**config.mk**
```make
export PLATFORM = sky130hd
export DESIGN_NAME = compact_timer_counter_core
export DESIGN_NICKNAME = d
export VERILOG_FILES = /design/src/ctm_pkg.sv /design/src/compact_timer_counter_core.sv
export SDC_FILE = /design/constraint.sdc
export NUM_CORES = 1
export LEC_CHECK = 0
export CORE_MARGIN = 4
export CORE_UTILIZATION = 42
export DETAILED_ROUTE_END_ITERATION = 16
export DONT_BUFFER_PORTS = 1
export PLACE_DENSITY = 0.66
export SLEW_MARGIN = 20
export SYNTH_ARGS = -nofsm -noshare
export SYNTH_HDL_FRONTEND = slang
export SYNTH_SLANG_ARGS = --single-unit
```
**constraint.sdc**
```tcl
create_clock -name REF_CLK -period 4.1 [get_ports REF_CLK]
set_input_delay 0.41 -clock REF_CLK [delete_from_list [all_inputs] [get_ports REF_CLK]]
set_output_delay 0.41 -clock REF_CLK [all_outputs]
set_load 0.01 [all_outputs]
```
**src/ctm_pkg.sv**
```systemverilog
// constants and types shared by the compact timer core
package ctm_pkg;

    // instances and bus
    localparam int          NUM_TMR     = 2;
    localparam int          ADDR_W      = 8;
    localparam int          REG_LSB     = 2;
    localparam int          INST_LSB    = 5;

    // word index of each register inside one instance
    localparam logic [2:0]  REG_CTRL0   = 3'h0;
    localparam logic [2:0]  REG_CTRL1   = 3'h1;
    localparam logic [2:0]  REG_CNT_LO  = 3'h2;
    localparam logic [2:0]  REG_CNT_HI  = 3'h3;
    localparam logic [2:0]  REG_CMPA_LO = 3'h4;
    localparam logic [2:0]  REG_CMPA_HI = 3'h5;

    // timer_control_0 fields
    localparam int          C0_PAUSE    = 7;
    localparam int          C0_CK_LSB   = 4;
    localparam int          C0_ON       = 3;
    localparam int          C0_RP_LSB   = 0;

    // timer_control_1 fields
    localparam int          C1_MODE_LSB = 6;
    localparam int          C1_IO_LSB   = 4;
    localparam int          C1_INIT     = 3;
    localparam int          C1_POL      = 2;
    localparam int          C1_DPX      = 1;
    localparam int          C1_CCLR     = 0;

    // reset values
    localparam logic [7:0]  CTRL_RST    = 8'h00;
    localparam logic [9:0]  CNT_RST     = 10'h000;

    // mode_select codes
    localparam logic [1:0]  MODE_CMP    = 2'h0;
    localparam logic [1:0]  MODE_PWM    = 2'h2;
    localparam logic [1:0]  MODE_TMR    = 2'h3;

    // clock_select codes
    localparam logic [2:0]  CK_SYS4     = 3'h0;
    localparam logic [2:0]  CK_SYS      = 3'h1;
    localparam logic [2:0]  CK_H16      = 3'h2;
    localparam logic [2:0]  CK_H64      = 3'h3;
    localparam logic [2:0]  CK_SUB0     = 3'h4;
    localparam logic [2:0]  CK_SUB1     = 3'h5;
    localparam logic [2:0]  CK_EXT_R    = 3'h6;
    localparam logic [2:0]  CK_EXT_F    = 3'h7;

    // pin_function_select codes
    localparam logic [1:0]  IO_NONE     = 2'h0;
    localparam logic [1:0]  IO_LOW      = 2'h1;
    localparam logic [1:0]  IO_HIGH     = 2'h2;
    localparam logic [1:0]  IO_TOGGLE   = 2'h3;

    // prescaler and sub clock timing
    localparam int          PRE_W       = 6;
    localparam logic [5:0]  PRE_MASK4   = 6'h03;
    localparam logic [5:0]  PRE_MASK16  = 6'h0F;
    localparam logic [5:0]  PRE_MASK64  = 6'h3F;
    localparam int          REF_HZ      = 200_000_000;
    localparam int          SUB_HZ      = 32_768;
    localparam int          SUB_DIV     = REF_HZ / SUB_HZ;
    localparam int          SUB_W       = 16;

    // one timer instance
    typedef struct packed {
        logic [7:0] ctrl0;
        logic [7:0] ctrl1;
        logic [9:0] cnt;
        logic [9:0] cmpa;
        logic [7:0] buffer;
        logic       ext_q;
        logic       level;
        logic       pin;
        logic       pin_n;
        logic       oe;
        logic       match_a;
        logic       match_p;
    } tmr_t;

    // apb answer
    typedef struct packed {
        logic        ready;
        logic        err;
        logic [31:0] rdata;
    } apb_rsp_t;

    // whole core state
    typedef struct packed {
        apb_rsp_t                 rsp;
        logic [PRE_W-1:0]         pre;
        logic [SUB_W-1:0]         sub;
        logic                     sub_tick;
        tmr_t [NUM_TMR-1:0]       tmr;
    } state_t;

endpackage

```
**src/compact_timer_counter_core.sv**
```systemverilog
// two compact 10-bit timers with byte-buffered register pairs behind an apb slave
// Summary of operation
// low bytes pass only through a shared byte buffer, moved on high-byte access
// writing compare a low byte loads only the shared buffer; counter low byte writes are ignored
// writing high byte stores it and copies buffer into the low byte
// reading high byte returns it and captures the live low byte into buffer
// reading low byte returns the buffer, not the live value
// software writes low then high, reads high then low
// 10-bit up-counter advances on selected internal or external clock
// period comparator checks its 3 bits against counter bits 9 to 7
// comparator a checks all ten counter bits
// software cannot load counter; only counter-on rising clears it (overflow and the selected match also clear it, see R11)
// counter clears on overflow or selected match; match request raised
// counter pair read only; compare a pair read write, 10 bits each
// low register holds bits 7..0, high register bits 9..8 at bottom
// upper six bits of counter high byte read as zero
// compare output, timer/counter and pwm modes are supported
// two control registers hold the full operating setup
// timer pins connect only when pin-shared selection chooses timer
// mode 00 compare, 10 pwm, 11 timer/counter, 01 undefined
// clock select picks sys/4, sys, h/16, h/64, sub, pin rise or fall
// period match at code times 128 clocks, code zero means 1024
// counter-on rising clears counter, falling stops and keeps value
// each timer instance has its own counter, buffer and registers
`timescale 1ns/1ps

module compact_timer_counter_core #(
    parameter int SUB_DIV = ctm_pkg::SUB_DIV
) (
    // clock and reset
    input  wire logic                        REF_CLK,
    input  wire logic                        NRST,
    // apb slave
    input  wire logic                        PSEL,
    input  wire logic                        PENABLE,
    input  wire logic                        PWRITE,
    input  wire logic [ctm_pkg::ADDR_W-1:0]  PADDR,
    input  wire logic [31:0]                 PWDATA,
    output logic                             PREADY,
    output logic [31:0]                      PRDATA,
    output logic                             PSLVERR,
    // pin-shared selection
    input  wire logic [ctm_pkg::NUM_TMR-1:0] EXT_CLK_SEL,
    input  wire logic [ctm_pkg::NUM_TMR-1:0] OUT_PIN_SEL,
    // timer pins
    input  wire logic [ctm_pkg::NUM_TMR-1:0] EXT_CLK,
    output logic      [ctm_pkg::NUM_TMR-1:0] TMR_OUT,
    output logic      [ctm_pkg::NUM_TMR-1:0] TMR_OUT_N,
    output logic      [ctm_pkg::NUM_TMR-1:0] TMR_OUT_OE,
    // match requests
    output logic      [ctm_pkg::NUM_TMR-1:0] MATCH_A,
    output logic      [ctm_pkg::NUM_TMR-1:0] MATCH_P
);

    localparam logic [ctm_pkg::SUB_W-1:0] SUB_LAST = ctm_pkg::SUB_W'(SUB_DIV - 1);

    ctm_pkg::state_t q;
    ctm_pkg::state_t d;

    // counter clock enable for one clock_select code
    function automatic logic clk_tick(
        input logic [2:0]                ck,
        input logic [ctm_pkg::PRE_W-1:0] pre,
        input logic                      sub_tick,
        input logic                      rise,
        input logic                      fall
    );
        logic t;
        t = 1'b0;
        case (ck)
            ctm_pkg::CK_SYS4:  t = (pre & ctm_pkg::PRE_MASK4) == ctm_pkg::PRE_MASK4;
            ctm_pkg::CK_SYS:   t = 1'b1;
            ctm_pkg::CK_H16:   t = (pre & ctm_pkg::PRE_MASK16) == ctm_pkg::PRE_MASK16;
            ctm_pkg::CK_H64:   t = pre == ctm_pkg::PRE_MASK64;
            ctm_pkg::CK_SUB0:  t = sub_tick;
            ctm_pkg::CK_SUB1:  t = sub_tick;
            ctm_pkg::CK_EXT_R: t = rise;
            ctm_pkg::CK_EXT_F: t = fall;
            default:           t = 1'b0;
        endcase
        return t;
    endfunction

    // pwm drive level for the given pin function and counter value
    function automatic logic pwm_level(
        input ctm_pkg::tmr_t t,
        input logic [9:0]    cnt
    );
        logic [9:0] duty;
        logic       act;
        logic [1:0] io;
        logic       lvl;
        duty = t.ctrl1[ctm_pkg::C1_DPX] ? {t.ctrl0[ctm_pkg::C0_RP_LSB +: 3], 7'h00} : t.cmpa;
        act  = cnt < duty;
        io   = t.ctrl1[ctm_pkg::C1_IO_LSB +: 2];
        lvl  = ~t.ctrl1[ctm_pkg::C1_INIT];
        case (io)
            2'h0:    lvl = ~t.ctrl1[ctm_pkg::C1_INIT];
            2'h1:    lvl = t.ctrl1[ctm_pkg::C1_INIT];
            2'h2:    lvl = act ? t.ctrl1[ctm_pkg::C1_INIT] : ~t.ctrl1[ctm_pkg::C1_INIT];
            default: lvl = ~t.ctrl1[ctm_pkg::C1_INIT];
        endcase
        return lvl;
    endfunction

    logic                   setup_acc;
    logic                   done_acc;
    logic [2:0]             reg_idx;
    logic [2:0]             inst_idx;
    logic                   mapped;

    always_comb begin
        setup_acc = PSEL && PENABLE && !q.rsp.ready;
        done_acc  = PSEL && PENABLE && q.rsp.ready;
        reg_idx   = PADDR[ctm_pkg::REG_LSB +: 3];
        inst_idx  = PADDR[ctm_pkg::INST_LSB +: 3];
        mapped    = (32'(inst_idx) < ctm_pkg::NUM_TMR) && (reg_idx <= ctm_pkg::REG_CMPA_HI);
    end

    always_comb begin
        logic [9:0] nxt;
        logic       tick;
        logic       rise;
        logic       fall;
        logic       run;
        logic       hit_a;
        logic       hit_p;
        logic       clr;
        logic [1:0] mode;
        logic [1:0] io;
        logic       sel;
        logic [7:0] wb;
        nxt   = 10'h000;
        tick  = 1'b0;
        rise  = 1'b0;
        fall  = 1'b0;
        run   = 1'b0;
        hit_a = 1'b0;
        hit_p = 1'b0;
        clr   = 1'b0;
        mode  = 2'h0;
        io    = 2'h0;
        sel   = 1'b0;
        wb    = PWDATA[7:0];
        d     = q;

        // shared prescaler and sub clock divider
        d.pre      = q.pre + 1'b1;
        d.sub_tick = q.sub == SUB_LAST;
        d.sub      = d.sub_tick ? '0 : q.sub + 1'b1;

        // apb answer: one wait state, data and error latched in it
        d.rsp.ready = setup_acc;
        if (!setup_acc) begin
            d.rsp.err   = 1'b0;
            d.rsp.rdata = 32'h0000_0000;
        end else begin
            d.rsp.err   = !mapped;
            d.rsp.rdata = 32'h0000_0000;
        end

        for (int i = 0; i < ctm_pkg::NUM_TMR; i++) begin
            sel  = mapped && (32'(inst_idx) == i);
            mode = q.tmr[i].ctrl1[ctm_pkg::C1_MODE_LSB +: 2];
            io   = q.tmr[i].ctrl1[ctm_pkg::C1_IO_LSB +: 2];

            // external clock pin, usable only when selected for the timer
            d.tmr[i].ext_q = EXT_CLK[i] & EXT_CLK_SEL[i];
            rise = d.tmr[i].ext_q & ~q.tmr[i].ext_q;
            fall = ~d.tmr[i].ext_q & q.tmr[i].ext_q;
            tick = clk_tick(q.tmr[i].ctrl0[ctm_pkg::C0_CK_LSB +: 3], q.pre, q.sub_tick, rise, fall);

            // counter stops and keeps its value when off or paused
            run = q.tmr[i].ctrl0[ctm_pkg::C0_ON] && !q.tmr[i].ctrl0[ctm_pkg::C0_PAUSE] && tick;
            nxt = q.tmr[i].cnt + 10'h001;
            hit_a = run && (nxt == q.tmr[i].cmpa);
            hit_p = run && (nxt[9:7] == q.tmr[i].ctrl0[ctm_pkg::C0_RP_LSB +: 3])
                        && (q.tmr[i].cnt[9:7] != q.tmr[i].ctrl0[ctm_pkg::C0_RP_LSB +: 3]);
            clr   = q.tmr[i].ctrl1[ctm_pkg::C1_CCLR] ? hit_a : hit_p;
            d.tmr[i].match_a = hit_a;
            d.tmr[i].match_p = hit_p;
            if (run) begin
                d.tmr[i].cnt = clr ? ctm_pkg::CNT_RST : nxt;
            end

            // compare match output mode acts on comparator a
            if (mode == ctm_pkg::MODE_CMP && hit_a) begin
                case (io)
                    ctm_pkg::IO_LOW:    d.tmr[i].level = 1'b0;
                    ctm_pkg::IO_HIGH:   d.tmr[i].level = 1'b1;
                    ctm_pkg::IO_TOGGLE: d.tmr[i].level = ~q.tmr[i].level;
                    default:            d.tmr[i].level = q.tmr[i].level;
                endcase
            end

            // register reads with buffer side effects
            if (setup_acc && sel && !PWRITE) begin
                case (reg_idx)
                    ctm_pkg::REG_CTRL0: d.rsp.rdata = {24'h00_0000, q.tmr[i].ctrl0};
                    ctm_pkg::REG_CTRL1: d.rsp.rdata = {24'h00_0000, q.tmr[i].ctrl1};
                    ctm_pkg::REG_CNT_LO, ctm_pkg::REG_CMPA_LO: begin
                        d.rsp.rdata = {24'h00_0000, q.tmr[i].buffer};
                    end
                    ctm_pkg::REG_CNT_HI: begin
                        d.rsp.rdata     = {24'h00_0000, 6'h00, q.tmr[i].cnt[9:8]};
                        d.tmr[i].buffer = q.tmr[i].cnt[7:0];
                    end
                    ctm_pkg::REG_CMPA_HI: begin
                        d.rsp.rdata     = {24'h00_0000, 6'h00, q.tmr[i].cmpa[9:8]};
                        d.tmr[i].buffer = q.tmr[i].cmpa[7:0];
                    end
                    default: d.rsp.rdata = 32'h0000_0000;
                endcase
            end

            // register writes take effect at the completing edge
            if (done_acc && sel && PWRITE) begin
                case (reg_idx)
                    ctm_pkg::REG_CTRL0: begin
                        d.tmr[i].ctrl0 = wb;
                        if (wb[ctm_pkg::C0_ON] && !q.tmr[i].ctrl0[ctm_pkg::C0_ON]) begin
                            d.tmr[i].cnt   = ctm_pkg::CNT_RST;
                            d.tmr[i].level = q.tmr[i].ctrl1[ctm_pkg::C1_INIT];
                        end
                    end
                    ctm_pkg::REG_CTRL1: d.tmr[i].ctrl1 = wb;
                    ctm_pkg::REG_CMPA_LO: d.tmr[i].buffer = wb;
                    ctm_pkg::REG_CMPA_HI: d.tmr[i].cmpa = {wb[1:0], q.tmr[i].buffer};
                    default: d.tmr[i].buffer = q.tmr[i].buffer;
                endcase
            end

            // pin drive from the next state
            if (d.tmr[i].ctrl1[ctm_pkg::C1_MODE_LSB +: 2] == ctm_pkg::MODE_PWM) begin
                d.tmr[i].pin = pwm_level(d.tmr[i], d.tmr[i].cnt) ^ d.tmr[i].ctrl1[ctm_pkg::C1_POL];
            end else begin
                d.tmr[i].pin = d.tmr[i].level ^ d.tmr[i].ctrl1[ctm_pkg::C1_POL];
            end
            d.tmr[i].pin_n = ~d.tmr[i].pin;
            d.tmr[i].oe    = OUT_PIN_SEL[i]
                             && (d.tmr[i].ctrl1[ctm_pkg::C1_MODE_LSB +: 2] != ctm_pkg::MODE_TMR);
        end
    end

    always_ff @(posedge REF_CLK or negedge NRST) begin
        if (!NRST) begin
            q <= '0;
        end else begin
            q <= d;
        end
    end

    always_comb begin
        PREADY  = q.rsp.ready;
        PRDATA  = q.rsp.rdata;
        PSLVERR = q.rsp.err;
        for (int i = 0; i < ctm_pkg::NUM_TMR; i++) begin
            TMR_OUT[i]    = q.tmr[i].pin;
            TMR_OUT_N[i]  = q.tmr[i].pin_n;
            TMR_OUT_OE[i] = q.tmr[i].oe;
            MATCH_A[i]    = q.tmr[i].match_a;
            MATCH_P[i]    = q.tmr[i].match_p;
        end
    end

endmodule // compact_timer_counter_core

```
[Word-level counts from Yosys, hierarchy flattened]
Index checks and enable logic that the tools add are counted.
Word-level totals
  bits in registers: 159
  bits in latches: 0
  RAM bits: 0
  ROM bits: 0
  bits of input ports: 51
  output and inout bits: 44
  logic and storage cells: 211
  memories: 0
Cells by class
  $add $sub $neg: 4
  multiply operators: 0
  divide/modulo/power cells: 0
  magnitude comparators: 4
  equality and inequality tests: 46
  shift-type cells: 0
  muxes and demuxes: 52
  bitwise operators: 20
  reductions and logical operators: 51
Operators by type and width (count)
  $mux 10: 12
  $pmux 8 s5: 2
  $mux 39: 2
  $mux 32: 2
  $pmux 8 s2: 4
  $mux 33: 1
  $mux 8: 4
  $eq 3x3->1 const B: 10
  $logic_and 1x1->1: 30
  $add 10x1->10 const B: 2
  $eq 10x10->1: 2
  $lt 10x10->1: 2
  $eq 2x2->1 const B: 9
  $eq 3x2->1 const B: 6
  $add 16x1->16 const B: 1
  $eq 16x13->1 const B: 1
  $mux 1: 16
  $mux 16: 1
  $pmux 1 s7: 2
  $eq 3x1->1 const B: 4
  $logic_not 3->1: 4
  $not 1->1: 10
  $eq 2x1->1 const B: 4
  $reduce_and 2->1: 4
  other kinds (18): 42

[Longest topological paths before layout]
Gate-level depths: netlist of the first run.
  word-level depth: 21
  depth in mapped cells: 22
  mapped depth without buffers: 20

[Worst setup path before layout of the first run]
Ideal clock, no wire load.
  path kind: reg2reg
  from: register q[76] (netlist bit)
  to: register q, in the netlist TMR_OUT[1]
  library setup time: 80 ps
  data arrival time: 4427 ps
  data required time: 4020 ps
  path slack: -407 ps
  stages on the path, launching flop included: 21
  buffers on the path: 1
  period minus slack after synthesis: 4507 ps
  cell sequence: dfrtp_1 ha_1 nand3_1 a21oi_1 or3_1 a2111oi_2 a211o_1 clkbuf_1 nor2_1 o21ai_0 o31a_1 nor2_1 ha_1 a211oi_1 o21ai_0 a221oi_1 nand4b_1 o31ai_2 mux2_4 a32oi_4 xnor2_1
RTL lines
  start, declared: line compact_timer_counter_core.sv:57  | ctm_pkg::state_t q;
  start signal, assigned: line compact_timer_counter_core.sv:247  | q <= '0;
  start signal, assigned: line compact_timer_counter_core.sv:249  | q <= d;

==> metrics.csv, run 1 <==
metric,value,unit
"EDFF count, synth",0,
CP top delay family,simple AND/OR/NAND/NOR gates,
sw power,1301,uW
final slew viol count,0,
cell chain of the critical path,"buf_4, nand2_2, or3_1, nand4_1, a2111oi_4, a211o_4, or4_4, a21oi_2, ha_1, nor3_2, nor2_1, a221oi_2, nand4b_1, o31ai_4, mux2_4, a32oi_4, xnor2_1",
Sink Count,135,
final WL,24.29,mm
antenna violations before repair,0,
HP Class,input pin to flop,
routability cong.,0.8612,
Inserted Clock Buffers,17,
DP HPWL,16.99,mm
clk root buf,clkbuf_16,
Slew @ Worst Pin,0.8777,ns
power share of the combinational group,0.275,
setup TNS,-0.9077,ns
ys async rst share,1.000,
syn avg cell area,9.475,um2
Mapped Area,8566,um2
endpoint class of the critical path,flop,
WL/cell,18.70,um
MaxCap Viol Count,0,
fmax,224.5,MHz
"commonest non-fill, non-tap cell in the layout",buf_4,
GRT Util Overall,0.2166,
"Clk pin slew, worst setup/hold paths",0.06,ns
clock buffer depth,2,
final hold vios,0,
Core Region,19780,um2
DRT iter0 DRCs,436,
fraction of the yosys area taken by sequential cells,0.3944,
Reg power frac,0.362,
die height,150.8,um
Switching Fraction,0.3083,
clock power share,0.363,
RSZ-0062 raised after global routing,true,
Tcrit/Tclk final,1.087,
Total Power,4220,uW
layout cells sized above 1,0.3240,
"commonest cells after routing, fill and taps aside","buf_4, dfrtp_1, nor2_1",
Post-Place Worst Slack,-0.4409,ns
status,"finished, violations left",
Fill cells,1721,
IO buf count,0,
failing checks,setup timing,
Crit-path slowest cell,dfrtp_1,
vias per cell,5.687,
antenna cells,0,
"Distinct cells, synth",79,
Area Overhead vs Synth,25.43,%
Relative slew margins,0.4134,
synthesized instance count,904,
CP startpoint kind,flop,
worst setup margin,-0.3549,ns
P_int,2919,uW
global route overflow,0,
drt pass-1 iters,5,
#FFs+latches synth,135,
WP data arrival,4.76,ns
# setup viols final,4,
kind of critical path,flop to flop,
Initial Utilization,0.4330,
first-pass GRT wire length,38.57,mm
io pins,95,
"critical path fanouts, max",6,
Synthesis Warnings,0,
maximum vdd ir drop,286.6,uV
max incr delay on CP,0.50,ns
area share of the leading cell type in the synthesized netlist,0.3944,
row cnt,51,
cell taking the most area after synthesis,dfrtp_1,
Max Clock Skew,0.006776,ns
CP bufs+invs,1,
fin util,0.5431,
via count,7387,
Synth Flop Type,dfrtp_1,
die area,22740,um2
Final ANT Viol Nets,0,
CTS tree,done,
DIE WIDTH,150.8,um
ranking of synthesized cells by area,"dfrtp_1, mux2_2, ha_1, buf_4, nor2_1",
vias in the first global route,7386,
Worst EP required,4.41,ns
DRC Markers,0,
power per cell area,392.7,nW/um2
Max H-tree Level,4,
Tmin final,4.455,ns
leakage,0.004829,uW
nets,1099,
clk_lat worst skew,0.42,ns
largest net degree at the start of global routing,136,
-- state kept, by name, indices dropped and copies added, names as in the netlist --
name and count:
MATCH_P 2, PREADY 1, TMR_OUT 2, MATCH_A 2, q 115, PRDATA 8
TMR_OUT_OE 2, TMR_OUT_N 2, PSLVERR 1
-- power groups by stage --
| stage | logic, uW | registers [uW] | clock network [uW] |
|---|---|---|---|
| 2_1_floorplan | 630 | 1490 | 0 |
| 3_3_place_gp | 888 | 1540 | 0 |
| 3_5_place_dp | 903 | 1540 | 0 |
| 4_1_cts | 1050 | 1520 | 1560 |
| 5_1_grt | 1250 | 1540 | 1620 |
| 6_report | 1160 | 1530 | 1530 |
-- final cells by class --
class	instances	area, um2	share of cell area
multi-input combinational	682	5084	0.4732
clock inverter	14	150.1	0.01397
inverter	23	86.33	0.008035
timing repair buffer	162	1269	0.1181
clock buffer	18	439.2	0.04088
tap	265	331.6	0.03086
sequential	135	3385	0.3150
-- cell usage after synthesis, types with 6 or more instances --
cell,n
nand3_1,23
and3_1,13
buf_2,13
a21oi_1,50
o21ai_0,43
inv_1,23
a31oi_1,7
nor3_1,12
nor2_1,86
xnor2_1,28
buf_4,43
mux2_2,41
nand3b_1,7
a211oi_1,22
nand4_1,12
nor2b_1,11
o22ai_1,21
or4_1,6
or3_1,11
o211ai_1,10
nor3b_1,6
mux2i_1,32
dfrtp_1,135
clkbuf_1,25
nand2b_1,8
nand2_1,66
o221a_2,6
xor2_1,27
ha_1,27
-- worst paths after layout --
check	startpoint	to	slack, ns	cells past startpoint
hold / removal	PADDR[5]	PRDATA[1]	0.08	1
min in group asynchronous	NRST	MATCH_A[0]	0.58	2
setup reg to reg	q[78]	TMR_OUT[1]	-0.35	17
max in group asynchronous	NRST	q[30]	2.84	2
setup / recovery	q[78]	TMR_OUT[1]	-0.35	17
hold reg to reg	q[118]	q[118]	0.48	1
-- cells by family after synthesis --
| group | count (synthesis) | share of synthesized area |
|---|---|---|
| AOI/OAI and AO/OA | 203 | 0.1575 |
| xor gates and xnor gates | 56 | 0.05814 |
| adders and majority gates | 27 | 0.03944 |
| buffers and inverters | 111 | 0.07114 |
| DFF | 135 | 0.3944 |
| muxes | 76 | 0.09830 |
| other | 1 | 0.0004378 |
| and+or+nand+nor | 295 | 0.1807 |
-- metrics by stage --
| stage | hold slack [ns] | instances | cell area, um2 |
|---|---|---|---|
| finish | 0.07831 | 1299 | 10740 |
| global route | 0.06749 | 1299 | 10740 |
| CTS | 0.06341 | 1290 | 10580 |
| detailed placement | 0.1187 | 1234 | 9532 |
| global placement | 0.1197 | 1234 | 9532 |
| floorplan | 0.1144 | 927 | 8753 |
-- routing by layer --
metal	vias up	global-route usage	wire length, um	part of all wire
met5	-	0	0	0
met4	0	0.07208	591	0.024
met1	3635	0.2908	10680	0.44
met2	267	0.3456	11330	0.47
met3	39	0.05177	1683	0.069
li1	3446	-	-	-
-- repair_timing --
item / CTS / global route
hold endpoints to repair: 135 / 0
resized for setup: 65 / 21
setup endpoints to repair: 4 / 4
setup buffers: 21 / 9
gates cloned: 1 / 0
pin swaps: 39 / 22
hold buffers: 2 / 0
No activity file was read; power rests on OpenSTA's default activity.
==> run 2, diff against run 1 <==
--- a/config.mk
+++ b/config.mk
@@ -9,7 +9,7 @@
 export CORE_UTILIZATION = 42
 export DETAILED_ROUTE_END_ITERATION = 16
 export DONT_BUFFER_PORTS = 1
-export PLACE_DENSITY = 0.66
+export PLACE_DENSITY = 0.57
 export SLEW_MARGIN = 20
 export SYNTH_ARGS = -nofsm -noshare
 export SYNTH_HDL_FRONTEND = slang
==> metrics.csv, run 2 (synthesis gave the netlist of run 1 again) <==
metric,value,unit
"setup slack, reg-to-reg",-0.18,ns
WP data arrival,4.64,ns
"commonest cells after routing, fill and taps aside","buf_4, dfrtp_1, nor2_1",
antenna violations before repair,0,
IO buf count,0,
global route overflow,0,
max reg flops,115,
MaxCap Viol Count,0,
fin util,0.5409,
clock buffer depth,2,
final slew viol count,0,
Crit-path slowest cell,a2111o_1,
nets,1098,
"Clk pin slew, worst setup/hold paths",0.07,ns
DRT iter0 DRCs,446,
"commonest non-fill, non-tap cell in the layout",buf_4,
DP HPWL,17.17,mm
Fill cells,1808,
Relative slew margins,0.4437,
row cnt,51,
Max H-tree Level,4,
WHS,-0.05142,ns
endpoint class of the critical path,flop,
final hold vios,10,
die height,150.8,um
origin of the critical flop-to-flop path,q[119],
routability cong.,0.8514,
vias in the first global route,7014,
failing checks,"hold timing, setup timing",
Tcrit/Tclk final,1.044,
DRC Markers,0,
status,"finished, violations left",
antenna cells,0,
maximum vdd ir drop,292.3,uV
Tmin final,4.280,ns
Critical Path Start,q[119],
Core Region,19780,um2
kind of critical path,flop to flop,
CTS tree,done,
Final ANT Viol Nets,0,
cell chain of the critical path,"ha_4, nand3_2, buf_6, o22ai_2, a221oi_2, a2111o_1, or2_4, buf_4, or3_1, a21oi_2, ha_1, o21ai_1, o21bai_1, a211oi_2, o21ai_2, nor4b_2, a211oi_2, o211ai_1, mux2i_1, nand2b_4",
die area,22740,um2
final WL,23.89,mm
Slew @ Worst Pin,0.8324,ns
# setup viols final,4,
Top reg by flops,q,
via count,7144,
worst setup margin,-0.1800,ns
drt pass-1 iters,5,
setup TNS,-0.6708,ns
clk root buf,clkbuf_16,
leakage,0.004795,uW
power per cell area,388.3,nW/um2
layout cells sized above 1,0.3175,
HP Class,input pin to asynchronous set/reset pin,
max incr delay on CP,0.47,ns
first-pass GRT wire length,38.38,mm
clk_lat worst skew,0.42,ns
"critical path fanouts, max",4,
DIE WIDTH,150.8,um
vias per cell,5.504,
CP bufs+invs,2,
CP startpoint kind,flop,
fmax,233.6,MHz
io pins,95,
RSZ-0062 raised after global routing,true,
Cells after DPL,1238,
GRT Util Overall,0.2168,
Max Clock Skew,0.01026,ns
CP dominant cell by count,a211oi_2,
Worst EP required,4.46,ns
"non-filler cells, final",1298,
Inserted Clock Buffers,17,
largest net degree at the start of global routing,136,
Initial Utilization,0.4330,
WL/cell,18.41,um
CP top delay family,compound AO/OA/AOI/OAI gates,
Sink Count,135,
Area Overhead vs Synth,24.92,%
[run 2: cell types whose count changed in the layout (fill, tap and decap cells not counted), sizes merged]
cell	change
inv	+3
dlygate4sd3	-1
buf	+1
clkinvlp	-1
bufinv	-1
a211o	-1
clkbuf	-1
[run 2: routing by layer]
metal / up-vias / share of wire / GRT usage
met5: - / 0 / 0
li1: 3441 / - / -
met3: 30 / 0.064 / 0.04817
met4: 0 / 0.015 / 0.05712
met2: 202 / 0.45 / 0.3278
met1: 3471 / 0.47 / 0.3152
[run 2: layout make-up]
| class | count | area, um2 | share of cell area |
|---|---|---|---|
| clock inverters | 15 | 145.1 | 0.01356 |
| flip-flops and latches | 135 | 3390 | 0.3168 |
| inverters | 23 | 86.33 | 0.008068 |
| well taps | 265 | 331.6 | 0.03099 |
| repair buffers | 162 | 1267 | 0.1185 |
| multi-input cells | 681 | 5055 | 0.4724 |
| clock buffers | 17 | 425.4 | 0.03976 |
[run 2: worst reg2reg max path, cell delays in order, from the launching register on]
cell,delay [ns]
dfrtp_1,0.40
ha_4,0.16
nand3_2,0.07
buf_6,0.14
o22ai_2,0.15
a221oi_2,0.08
a2111o_1,0.47
or2_4,0.30
buf_4,0.15
or3_1,0.32
a21oi_2,0.23
ha_1,0.28
o21ai_1,0.10
o21bai_1,0.10
a211oi_2,0.22
o21ai_2,0.12
nor4b_2,0.31
a211oi_2,0.06
o211ai_1,0.13
mux2i_1,0.27
nand2b_4,0.16
[run 2: path summary, 6_finish.rpt]
path	cells past startpoint	endpoint
max reg2reg	20	TMR_OUT_N[0]
max	20	TMR_OUT_N[0]
max in group asynchronous	1	q[29]
min reg2reg	1	q[118]
min in group REF_CLK	1	PRDATA[6]
min	1	PSLVERR
[run 2: metrics by stage]
step / hold WS, ns / area (um2) / setup slack [ns] / power [uW]
after CTS: 0.008207 / 10480 / -0.1528 / 4073
after global routing: 0.01736 / 10700 / -0.4375 / 4371
after global placement: 0.1178 / 9574 / -0.3741 / 2445
after detailed placement: 0.1176 / 9574 / -0.4631 / 2454
after floorplan: 0.1144 / 8753 / -0.09214 / 2123
final: -0.05142 / 10700 / -0.1800 / 4155
[run 2: what timing repair did]
| action | in CTS | in global routing |
|---|---|---|
| pin swaps | 46 | 26 |
| resized for setup | 50 | 26 |
| setup buffers | 18 | 9 |
| hold buffers | 1 | 0 |
| endpoints found under the setup margin | 4 | 4 |
| hold endpoints to repair | 135 | 0 |
[run 2: where the power goes]
group          switching, uW  internal, uW
registers                121          1410
clock network            661           849
logic                    550           559
total                   1330          2820
